[src/common/fsg_pkg.sv]
// Package for the flash section write guard: sizes, section codes and request structs
package fsg_pkg;

  // ==========================================================================
  // Flash geometry
  // ==========================================================================
  localparam int unsigned FLASH_BYTES      = 32'h0000_8000;     // 32 KB array
  localparam int unsigned ADDR_W           = 15;
  localparam int unsigned PAGE_BYTES       = 32'h0000_0200;     // 512-byte erase page
  localparam int unsigned PAGE_SHIFT       = 9;
  localparam int unsigned FUSE_W           = 8;
  localparam logic [ADDR_W-1:0] LAST_FLASH_ADDRESS = 15'h7fff;
  localparam logic [ADDR_W-1:0] FIRST_FLASH_ADDRESS = 15'h0000;
  localparam int unsigned ERASE_PAGES_W    = 6;                  // Up to 63 pages at once

  // Default fuse values used when a boundary overruns the array
  localparam logic [FUSE_W-1:0] LOADER_SIZE_DEFAULT = 8'h00;
  localparam logic [FUSE_W-1:0] CODE_SIZE_DEFAULT   = 8'h00;

  // ==========================================================================
  // Sections (one-hot)
  // ==========================================================================
  typedef enum logic [2:0] {
    FSG_SEC_LOADER = 3'b001,
    FSG_SEC_CODE   = 3'b010,
    FSG_SEC_DATA   = 3'b100
  } fsg_section_e;

  // Request kinds
  typedef enum logic [2:0] {
    FSG_OP_WRITE  = 3'b001,
    FSG_OP_ERASE  = 3'b010,
    FSG_OP_EEPROM = 3'b100
  } fsg_op_e;

  // Guard states
  typedef enum logic [1:0] {
    FSG_ST_IDLE = 2'b01,
    FSG_ST_BUSY = 2'b10
  } fsg_state_e;

  // Processor write/erase request
  typedef struct packed {
    fsg_op_e                  op;
    logic [ADDR_W-1:0]        addr;
    logic [15:0]              wdata;
    logic                     word;       // 1: word write, 0: byte write
    logic [ERASE_PAGES_W-1:0] pages;      // Erase page count, 0 treated as 1
  } fsg_req_s;

  // Command to the flash array or EEPROM
  typedef struct packed {
    fsg_op_e                  op;
    logic [ADDR_W-1:0]        addr;
    logic [15:0]              wdata;
    logic                     word;
    logic [ERASE_PAGES_W-1:0] pages;
  } fsg_cmd_s;

endpackage : fsg_pkg

[src/verilog/fsg_guard.sv]
// Flash section write guard: partitions flash and filters self-programming requests
// Overview of operation
// - Flash is organised in 512-byte pages; a page is the least erasable unit.
// - Erase acts on whole pages only; programming works per byte or word.
// - A flash write into the section code is fetched from is refused.
// - Application code section is writable only from code in the loader section.
// - Application data section is writable from loader or application code sections.
// - Permitted flash writes halt the processor; EEPROM writes do not; data section programs nothing.
// - Loader and code section sizes come from two fuses, in 512-byte blocks.
// - Loader from start to loader end, code up to code end, rest is data.
// - Loader size fuse zero makes the whole flash the loader section.
// - Code fuse zero with loader nonzero: code section runs to flash end.
// - Code fuse not above loader fuse: no code section, data from loader end.
// - A fuse whose boundary passes the last flash address falls back to its default.
// - Vectors sit at code section start after reset; select bit moves them to loader.
`timescale 1ns/1ps

module fsg_guard
  import fsg_pkg::*;
(
  // Clock and reset
  input  wire logic                   sys_clk,
  input  wire logic                   sys_rst,
  // Size fuses, sampled once after reset
  input  wire logic [FUSE_W-1:0]      loader_size_fuse,
  input  wire logic [FUSE_W-1:0]      code_region_size_fuse,
  // Processor side
  input  wire logic [ADDR_W-1:0]      fetch_addr,
  input  wire logic                   vector_table_select,
  input  wire logic                   req_valid,
  input  wire fsg_req_s               req,
  output logic                        req_ready,
  output logic                        req_refused,
  output logic                        cpu_halt,
  output logic [ADDR_W-1:0]           vector_base,
  // Flash array and EEPROM side
  output logic                        cmd_valid,
  output fsg_cmd_s                    cmd,
  input  wire logic                   cmd_done,
  // Partition view
  output logic [ADDR_W:0]             loader_end_boundary,
  output logic [ADDR_W:0]             code_end_boundary,
  output logic                        fuses_loaded
);

  // ==========================================================================
  // Fuse capture and boundary computation
  // ==========================================================================
  logic                  fuses_loaded_q;
  logic [ADDR_W:0]       loader_end_q;
  logic [ADDR_W:0]       code_end_q;
  logic [ADDR_W+FUSE_W:0] loader_raw;
  logic [ADDR_W+FUSE_W:0] code_raw;
  logic [FUSE_W-1:0]     loader_fuse_eff;
  logic [FUSE_W-1:0]     code_fuse_eff;
  localparam logic [ADDR_W+FUSE_W:0] FLASH_TOP = (ADDR_W+FUSE_W+1)'(FLASH_BYTES);

  // Boundaries in bytes from the fuses, with overrun fallback
  always_comb
  begin
    loader_raw = (ADDR_W+FUSE_W+1)'(loader_size_fuse) << PAGE_SHIFT;
    code_raw   = (ADDR_W+FUSE_W+1)'(code_region_size_fuse) << PAGE_SHIFT;
    loader_fuse_eff = (loader_raw > FLASH_TOP) ? LOADER_SIZE_DEFAULT : loader_size_fuse;
    code_fuse_eff   = (code_raw > FLASH_TOP) ? CODE_SIZE_DEFAULT : code_region_size_fuse;
  end

  // Partition fixed once at the first edge after reset release
  always_ff @(posedge sys_clk or posedge sys_rst)
  begin
    if (sys_rst)
    begin
      fuses_loaded_q <= 1'b0;
      loader_end_q   <= '0;
      code_end_q     <= '0;
    end
    else if (!fuses_loaded_q)
    begin
      fuses_loaded_q <= 1'b1;
      if (loader_fuse_eff == '0)
      begin
        loader_end_q <= (ADDR_W+1)'(FLASH_BYTES);
        code_end_q   <= (ADDR_W+1)'(FLASH_BYTES);
      end
      else if (code_fuse_eff == '0)
      begin
        loader_end_q <= (ADDR_W+1)'({loader_fuse_eff, 9'h000});
        code_end_q   <= (ADDR_W+1)'(FLASH_BYTES);
      end
      else if (code_fuse_eff <= loader_fuse_eff)
      begin
        loader_end_q <= (ADDR_W+1)'({loader_fuse_eff, 9'h000});
        code_end_q   <= (ADDR_W+1)'({loader_fuse_eff, 9'h000});
      end
      else
      begin
        loader_end_q <= (ADDR_W+1)'({loader_fuse_eff, 9'h000});
        code_end_q   <= (ADDR_W+1)'({code_fuse_eff, 9'h000});
      end
    end
  end

  assign loader_end_boundary = loader_end_q;
  assign code_end_boundary   = code_end_q;
  assign fuses_loaded        = fuses_loaded_q;

  // ==========================================================================
  // Section lookup
  // ==========================================================================
  function automatic fsg_section_e section_of(input logic [ADDR_W-1:0] a,
                                              input logic [ADDR_W:0]   le,
                                              input logic [ADDR_W:0]   ce);
    if ({1'b0, a} < le)
      section_of = FSG_SEC_LOADER;
    else if ({1'b0, a} < ce)
      section_of = FSG_SEC_CODE;
    else
      section_of = FSG_SEC_DATA;
  endfunction

  fsg_section_e exec_sec;
  fsg_section_e target_sec;
  logic [ADDR_W-1:0] target_addr;
  logic              permitted;

  // Decide whether a request may proceed
  always_comb
  begin
    exec_sec = section_of(fetch_addr, loader_end_q, code_end_q);
    target_addr = (req.op == FSG_OP_ERASE) ? {req.addr[ADDR_W-1:PAGE_SHIFT], 9'h000} : req.addr;
    target_sec  = section_of(target_addr, loader_end_q, code_end_q);
    permitted   = 1'b0;
    case (exec_sec)
      FSG_SEC_LOADER: permitted = (req.op == FSG_OP_EEPROM) || (target_sec != FSG_SEC_LOADER);
      FSG_SEC_CODE:   permitted = (req.op == FSG_OP_EEPROM) || (target_sec == FSG_SEC_DATA);
      FSG_SEC_DATA:   permitted = 1'b0;
      default:        permitted = 1'b0;
    endcase
    // never own section: covered by the table above for flash ops
  end

  // ==========================================================================
  // Request sequencing
  // ==========================================================================
  fsg_state_e state_q;
  logic       halt_q;
  logic       refused_q;
  fsg_cmd_s   cmd_q;

  // Requests accepted only while idle and partition is known
  assign req_ready = (state_q == FSG_ST_IDLE) && fuses_loaded_q;

  // State and halt
  always_ff @(posedge sys_clk or posedge sys_rst)
  begin
    if (sys_rst)
    begin
      state_q <= FSG_ST_IDLE;
      halt_q  <= 1'b0;
    end
    else
    begin
      case (state_q)
        FSG_ST_IDLE:
        begin
          // refused request: no command, no halt
          if (req_valid && req_ready && permitted)
          begin
            state_q <= FSG_ST_BUSY;
            halt_q  <= (req.op != FSG_OP_EEPROM);
          end
        end
        FSG_ST_BUSY:
        begin
          if (cmd_done)
          begin
            state_q <= FSG_ST_IDLE;
            halt_q  <= 1'b0;
          end
        end
        default:
        begin
          state_q <= FSG_ST_IDLE;
          halt_q  <= 1'b0;
        end
      endcase
    end
  end

  // Command register to the array, held through the busy phase
  always_ff @(posedge sys_clk or posedge sys_rst)
  begin
    if (sys_rst)
      cmd_q <= '{op: FSG_OP_WRITE, addr: '0, wdata: 16'h0000, word: 1'b0, pages: '0};
    else if (req_valid && req_ready && permitted)
    begin
      cmd_q       <= req;
      cmd_q.addr  <= target_addr;
      // word writes aligned, bit 0 ignored
      if (req.op == FSG_OP_WRITE && req.word)
        cmd_q.addr <= {target_addr[ADDR_W-1:1], 1'b0};
      cmd_q.pages <= (req.op == FSG_OP_ERASE && req.pages == '0) ? 6'h01 : req.pages;
    end
  end

  // Refusal pulse
  always_ff @(posedge sys_clk or posedge sys_rst)
  begin
    if (sys_rst)
      refused_q <= 1'b0;
    else
      refused_q <= req_valid && req_ready && !permitted;
  end

  assign cmd_valid   = (state_q == FSG_ST_BUSY);
  assign cmd         = cmd_q;
  assign cpu_halt    = halt_q;
  assign req_refused = refused_q;

  // ==========================================================================
  // Vector table base
  // ==========================================================================
  logic [ADDR_W-1:0] vector_base_q;

  always_ff @(posedge sys_clk or posedge sys_rst)
  begin
    if (sys_rst)
      vector_base_q <= FIRST_FLASH_ADDRESS;
    else if (vector_table_select || loader_end_q[ADDR_W])
      vector_base_q <= FIRST_FLASH_ADDRESS;
    else
      vector_base_q <= loader_end_q[ADDR_W-1:0]; // Code section start
  end

  assign vector_base = vector_base_q;

endmodule // fsg_guard

[config.mk]
export PLATFORM = sky130hd
export DESIGN_NAME = fsg_guard
export DESIGN_NICKNAME = d
export VERILOG_FILES = /design/src/common/fsg_pkg.sv /design/src/verilog/fsg_guard.sv
export SDC_FILE = /design/constraint.sdc
export NUM_CORES = 1
export LEC_CHECK = 0
export BUFFER_PORTS_ARGS = -buffer_cell sky130_fd_sc_hd__buf_2
export CAP_MARGIN = 20
export CORE_MARGIN = 4
export CORE_UTILIZATION = 51
export CTS_CLUSTER_DIAMETER = 150
export CTS_CLUSTER_SIZE = 28
export DETAILED_ROUTE_END_ITERATION = 10
export PLACE_DENSITY = 0.85
export SLEW_MARGIN = 20
export SYNTH_ARGS = -nofsm -noshare
export SYNTH_HDL_FRONTEND = slang
export SYNTH_SLANG_ARGS = --single-unit
[constraint.sdc]
create_clock -name sys_clk -period 5.2 [get_ports sys_clk]
set_input_delay 0.52 -clock sys_clk [delete_from_list [all_inputs] [get_ports sys_clk]]
set_output_delay 0.52 -clock sys_clk [all_outputs]
set_load 0.01 [all_outputs]
==> flow_summary.yaml <==
floorplanning:
  rows: 31
  core_um2: 7250
  die_x_um: 94.6
  die_h_um: 94.6
  start_util: 0.527
  io_pins: 170
  die-area_um2: 8950
detailed_routing:
  ant_nets: 0
  dr.first_iter.drc_count: 90
  vias: 2887
  drt-total-wl_mm: 8.86
  viasPerCell: 5.02
  drt-pass1-iter-count: 4
  drcViolationCount: 0
  wl_per_cell_um: 15.4
cells_and_area:
  fill_cells: 573
  regArea_um2: 1650
  utilization: 0.645
  nets: 575
  finalNonFillerCells: 575
  area_growth_pct: 22.3
  drive_above_1_share: 0.424
  multi_input_area_um2: 1930
  n_antenna_cell: 0
timing:
  grt_setup_unrepaired: "false"
  relSlewSlack: 0.324
  hold_viol: 0
  fin_worst_skew_ns: 0.0102
  setup_viol: 0
  fin_crit_ns: 3.06
  final.setup.tns_ns: 0
  clock.fmax_ghz: 0.327
  post-route-period-util: 0.588
  tightest_slew_ns: 1.01
  finalMaxSlewViolations: 0
power:
  cellPowerDensity_nw_per_um2: 370
  irDropWorstVdd_v: 0.000125
  power_leakage_nw: 2.42
clock_network:
  clock_sinks: 66
  clockBufferDepth: 2
  h-tree-depth: 3
  cts_resized: 0
  tritoncts: "built"
  clk_latency_ns: 0.33
  cts-root-buf: "clkbuf_8"
  postCtsSetupRepairBufs: 0
  path_clk_slew_ns: 0.08
  cts_buffers: 9
  hold_buffers: 0
global_routing:
  antenna_found_initial: 1
  grt_first_pass_wirelength_mm: 13.9
  grt_overflow_total: 0
  grt_usage: 0.199
  grt_pass1_vias: 2896
  grt_max_degree: 42
place:
  dp_hpwl_mm: 7.02
  gp_congestion: 0.863
  place_inst: 559
  io_buffers: 133
worst_setup_path:
  crit_type: "reg2reg"
  reg2reg_slack_ns: 2.14
  slowest_stage: "buf_4"
  arrival_ns: 3.26
  crit_path_cell_trace: "inv_1 > ha_1 > a21oi_1 > o21ai_0 > a21oi_1 > a221oi_4 > nor3_4 > buf_4 > mux2_2"
  slowest_delay_ns: 0.60
  endpoint_kind: "register"
  worstSetupStartpointType: "register"
  path_buf_inv: 2
  ff2ff_path_depth: 9
  required_ns: 5.40
  crit_cells: 9
  path_delay_family: "buffers and inverters"
  crit_top_cell: "a21oi_1"
  path_max_fanout: 35
run:
  drv_cap: 0
run_status:
  status: "finished clean"
synthesis:
  synthCells: 331
  yosys.cell_types.count: 52
  synth_warnings: 0
  syn_area_um2: 3820
  synth-seq-area-share: 0.433
  syn_avg_cell_area_um2: 11.6
  ys_seq_elements: 66
worst_hold_path:
  hold_class: "in2async"
[cell usage in the layout, fill, tap and decap left out, drive strengths merged, types with 2 or more instances in the layout]
cell      Yosys  routed
a21oi        10      10
nand4         4       4
a22o          5       5
xnor2         2       2
dfstp         2       2
inv          22      22
a31oi         3       3
mux2         39      39
a211oi        2       2
nor3b         5       5
clkbuf        2      10
nor2b        16      16
a221oi        3       3
o21ai        11      11
mux2i         7       7
nor3         10      10
nand2b        3       3
nand2        26      26
nor4          2       2
clkinvlp      0       3
conb          2      30
dfrtp        64      64
buf          32     135
ha           27      27
nor2          8       8
clkinv        0       2
a21o          4       4
nand3         4       4
[worst register-to-register path: stages, from the launching register on]
cell and delay [ns]:
dfrtp_1 0.38, inv_1 0.08, ha_1 0.29, a21oi_1 0.14
o21ai_0 0.13, a21oi_1 0.25, a221oi_4 0.14, nor3_4 0.49
buf_4 0.60, mux2_2 0.43
[registers in the layout (all words and copies together) (netlist names)]
register and flops:
vector_base 6, cmd 41, cpu_halt 1, code_end_boundary 7, state_q 2, fuses_loaded 1
loader_end_boundary 7, req_refused 1
[cells by family after synthesis]
kind of cell / after synthesis / synth area share
AOI/OAI and AO/OA: 45 / 0.0877
xor gates and xnor gates: 3 / 0.00687
adders and majority gates: 27 / 0.0883
buffers and inverters: 56 / 0.0897
DFF: 66 / 0.433
muxes: 46 / 0.169
other: 2 / 0.00196
and+or+nand+nor: 86 / 0.124
[Yosys cell counts (all sizes together)]
library cell  count  area share
clkbuf            2      0.0020
o21a              1      0.0020
nand2b            3      0.0049
nand3             4      0.0052
nand4             4      0.0065
xor2              1      0.0023
mux2             39        0.15
or4               1      0.0020
dfstp             2       0.014
or3b              1      0.0029
o221ai            1      0.0023
and3              1      0.0016
ha               27       0.088
o31a              1      0.0023
o22ai             1      0.0052
o211ai            1      0.0020
nand3b            1      0.0020
and4              1      0.0023
a22o              5       0.011
o41ai             1      0.0023
buf              32       0.066
or3               1      0.0016
inv              22       0.022
nor3             10       0.017
xnor2             2      0.0046
nor3b             5       0.011
nor2b            16       0.027
conb              2      0.0020
a211oi            2      0.0039
nor2              8      0.0079
mux2i             7       0.018
nor4              2      0.0033
o21ai            11       0.015
a221oi            3       0.013
nand2            26       0.026
a21o              4      0.0079
and2              1      0.0016
dfrtp            64        0.42
o21bai            1      0.0020
or2               1      0.0016
a31oi             3      0.0049
a21oi            10       0.013
[per-layer routing]
metal	track usage	wire [µm]	vias up
li1	-	-	1390
met1	0.247	3720	1363
met2	0.338	4190	119
met3	0.0598	798	13
met4	0.0553	141	2
met5	0	13	-
[through the flow]
step	cell area [µm²]	power (W)	setup slack, ns	hold slack [ns]
2_1_floorplan	3930	0.00110	2.55	0.505
3_3_place_gp	4470	0.00129	1.98	0.486
3_5_place_dp	4470	0.00131	1.95	0.491
4_1_cts	4680	0.00175	2.10	0.232
5_1_grt	4680	0.00184	1.89	0.253
6_report	4680	0.00173	2.14	0.228
[report_power, final]
group	leakage, nW	total (W)	switching, W	internal, W
Combinational	1.50	0.000573	0.000265	0.000308
Sequential	0.822	0.000732	0.0000772	0.000655
Clock	0.0945	0.000427	0.000193	0.000234
Total	2.42	0.00173	0.000535	0.00120
[final timing paths]
kind,start,to
max in group asynchronous,sys_rst,state_q[0]
min,sys_rst,cmd[34]
max reg2reg,code_end_boundary[11],cmd[40]
min in group sys_clk,vector_table_select,vector_base[11]
max,code_end_boundary[11],cmd[40]
min reg2reg,cmd[22],cmd[22]
[layout make-up]
type | count | area share
Timing Repair Buffer | 135 | 0.146
Multi-Input combinational cell | 237 | 0.413
Sequential cell | 66 | 0.354
Clock inverter | 6 | 0.0142
Inverter | 22 | 0.0177
Tap cell | 99 | 0.0265
Clock buffer | 10 | 0.0294
No activity file was read; power rests on OpenSTA's default activity.
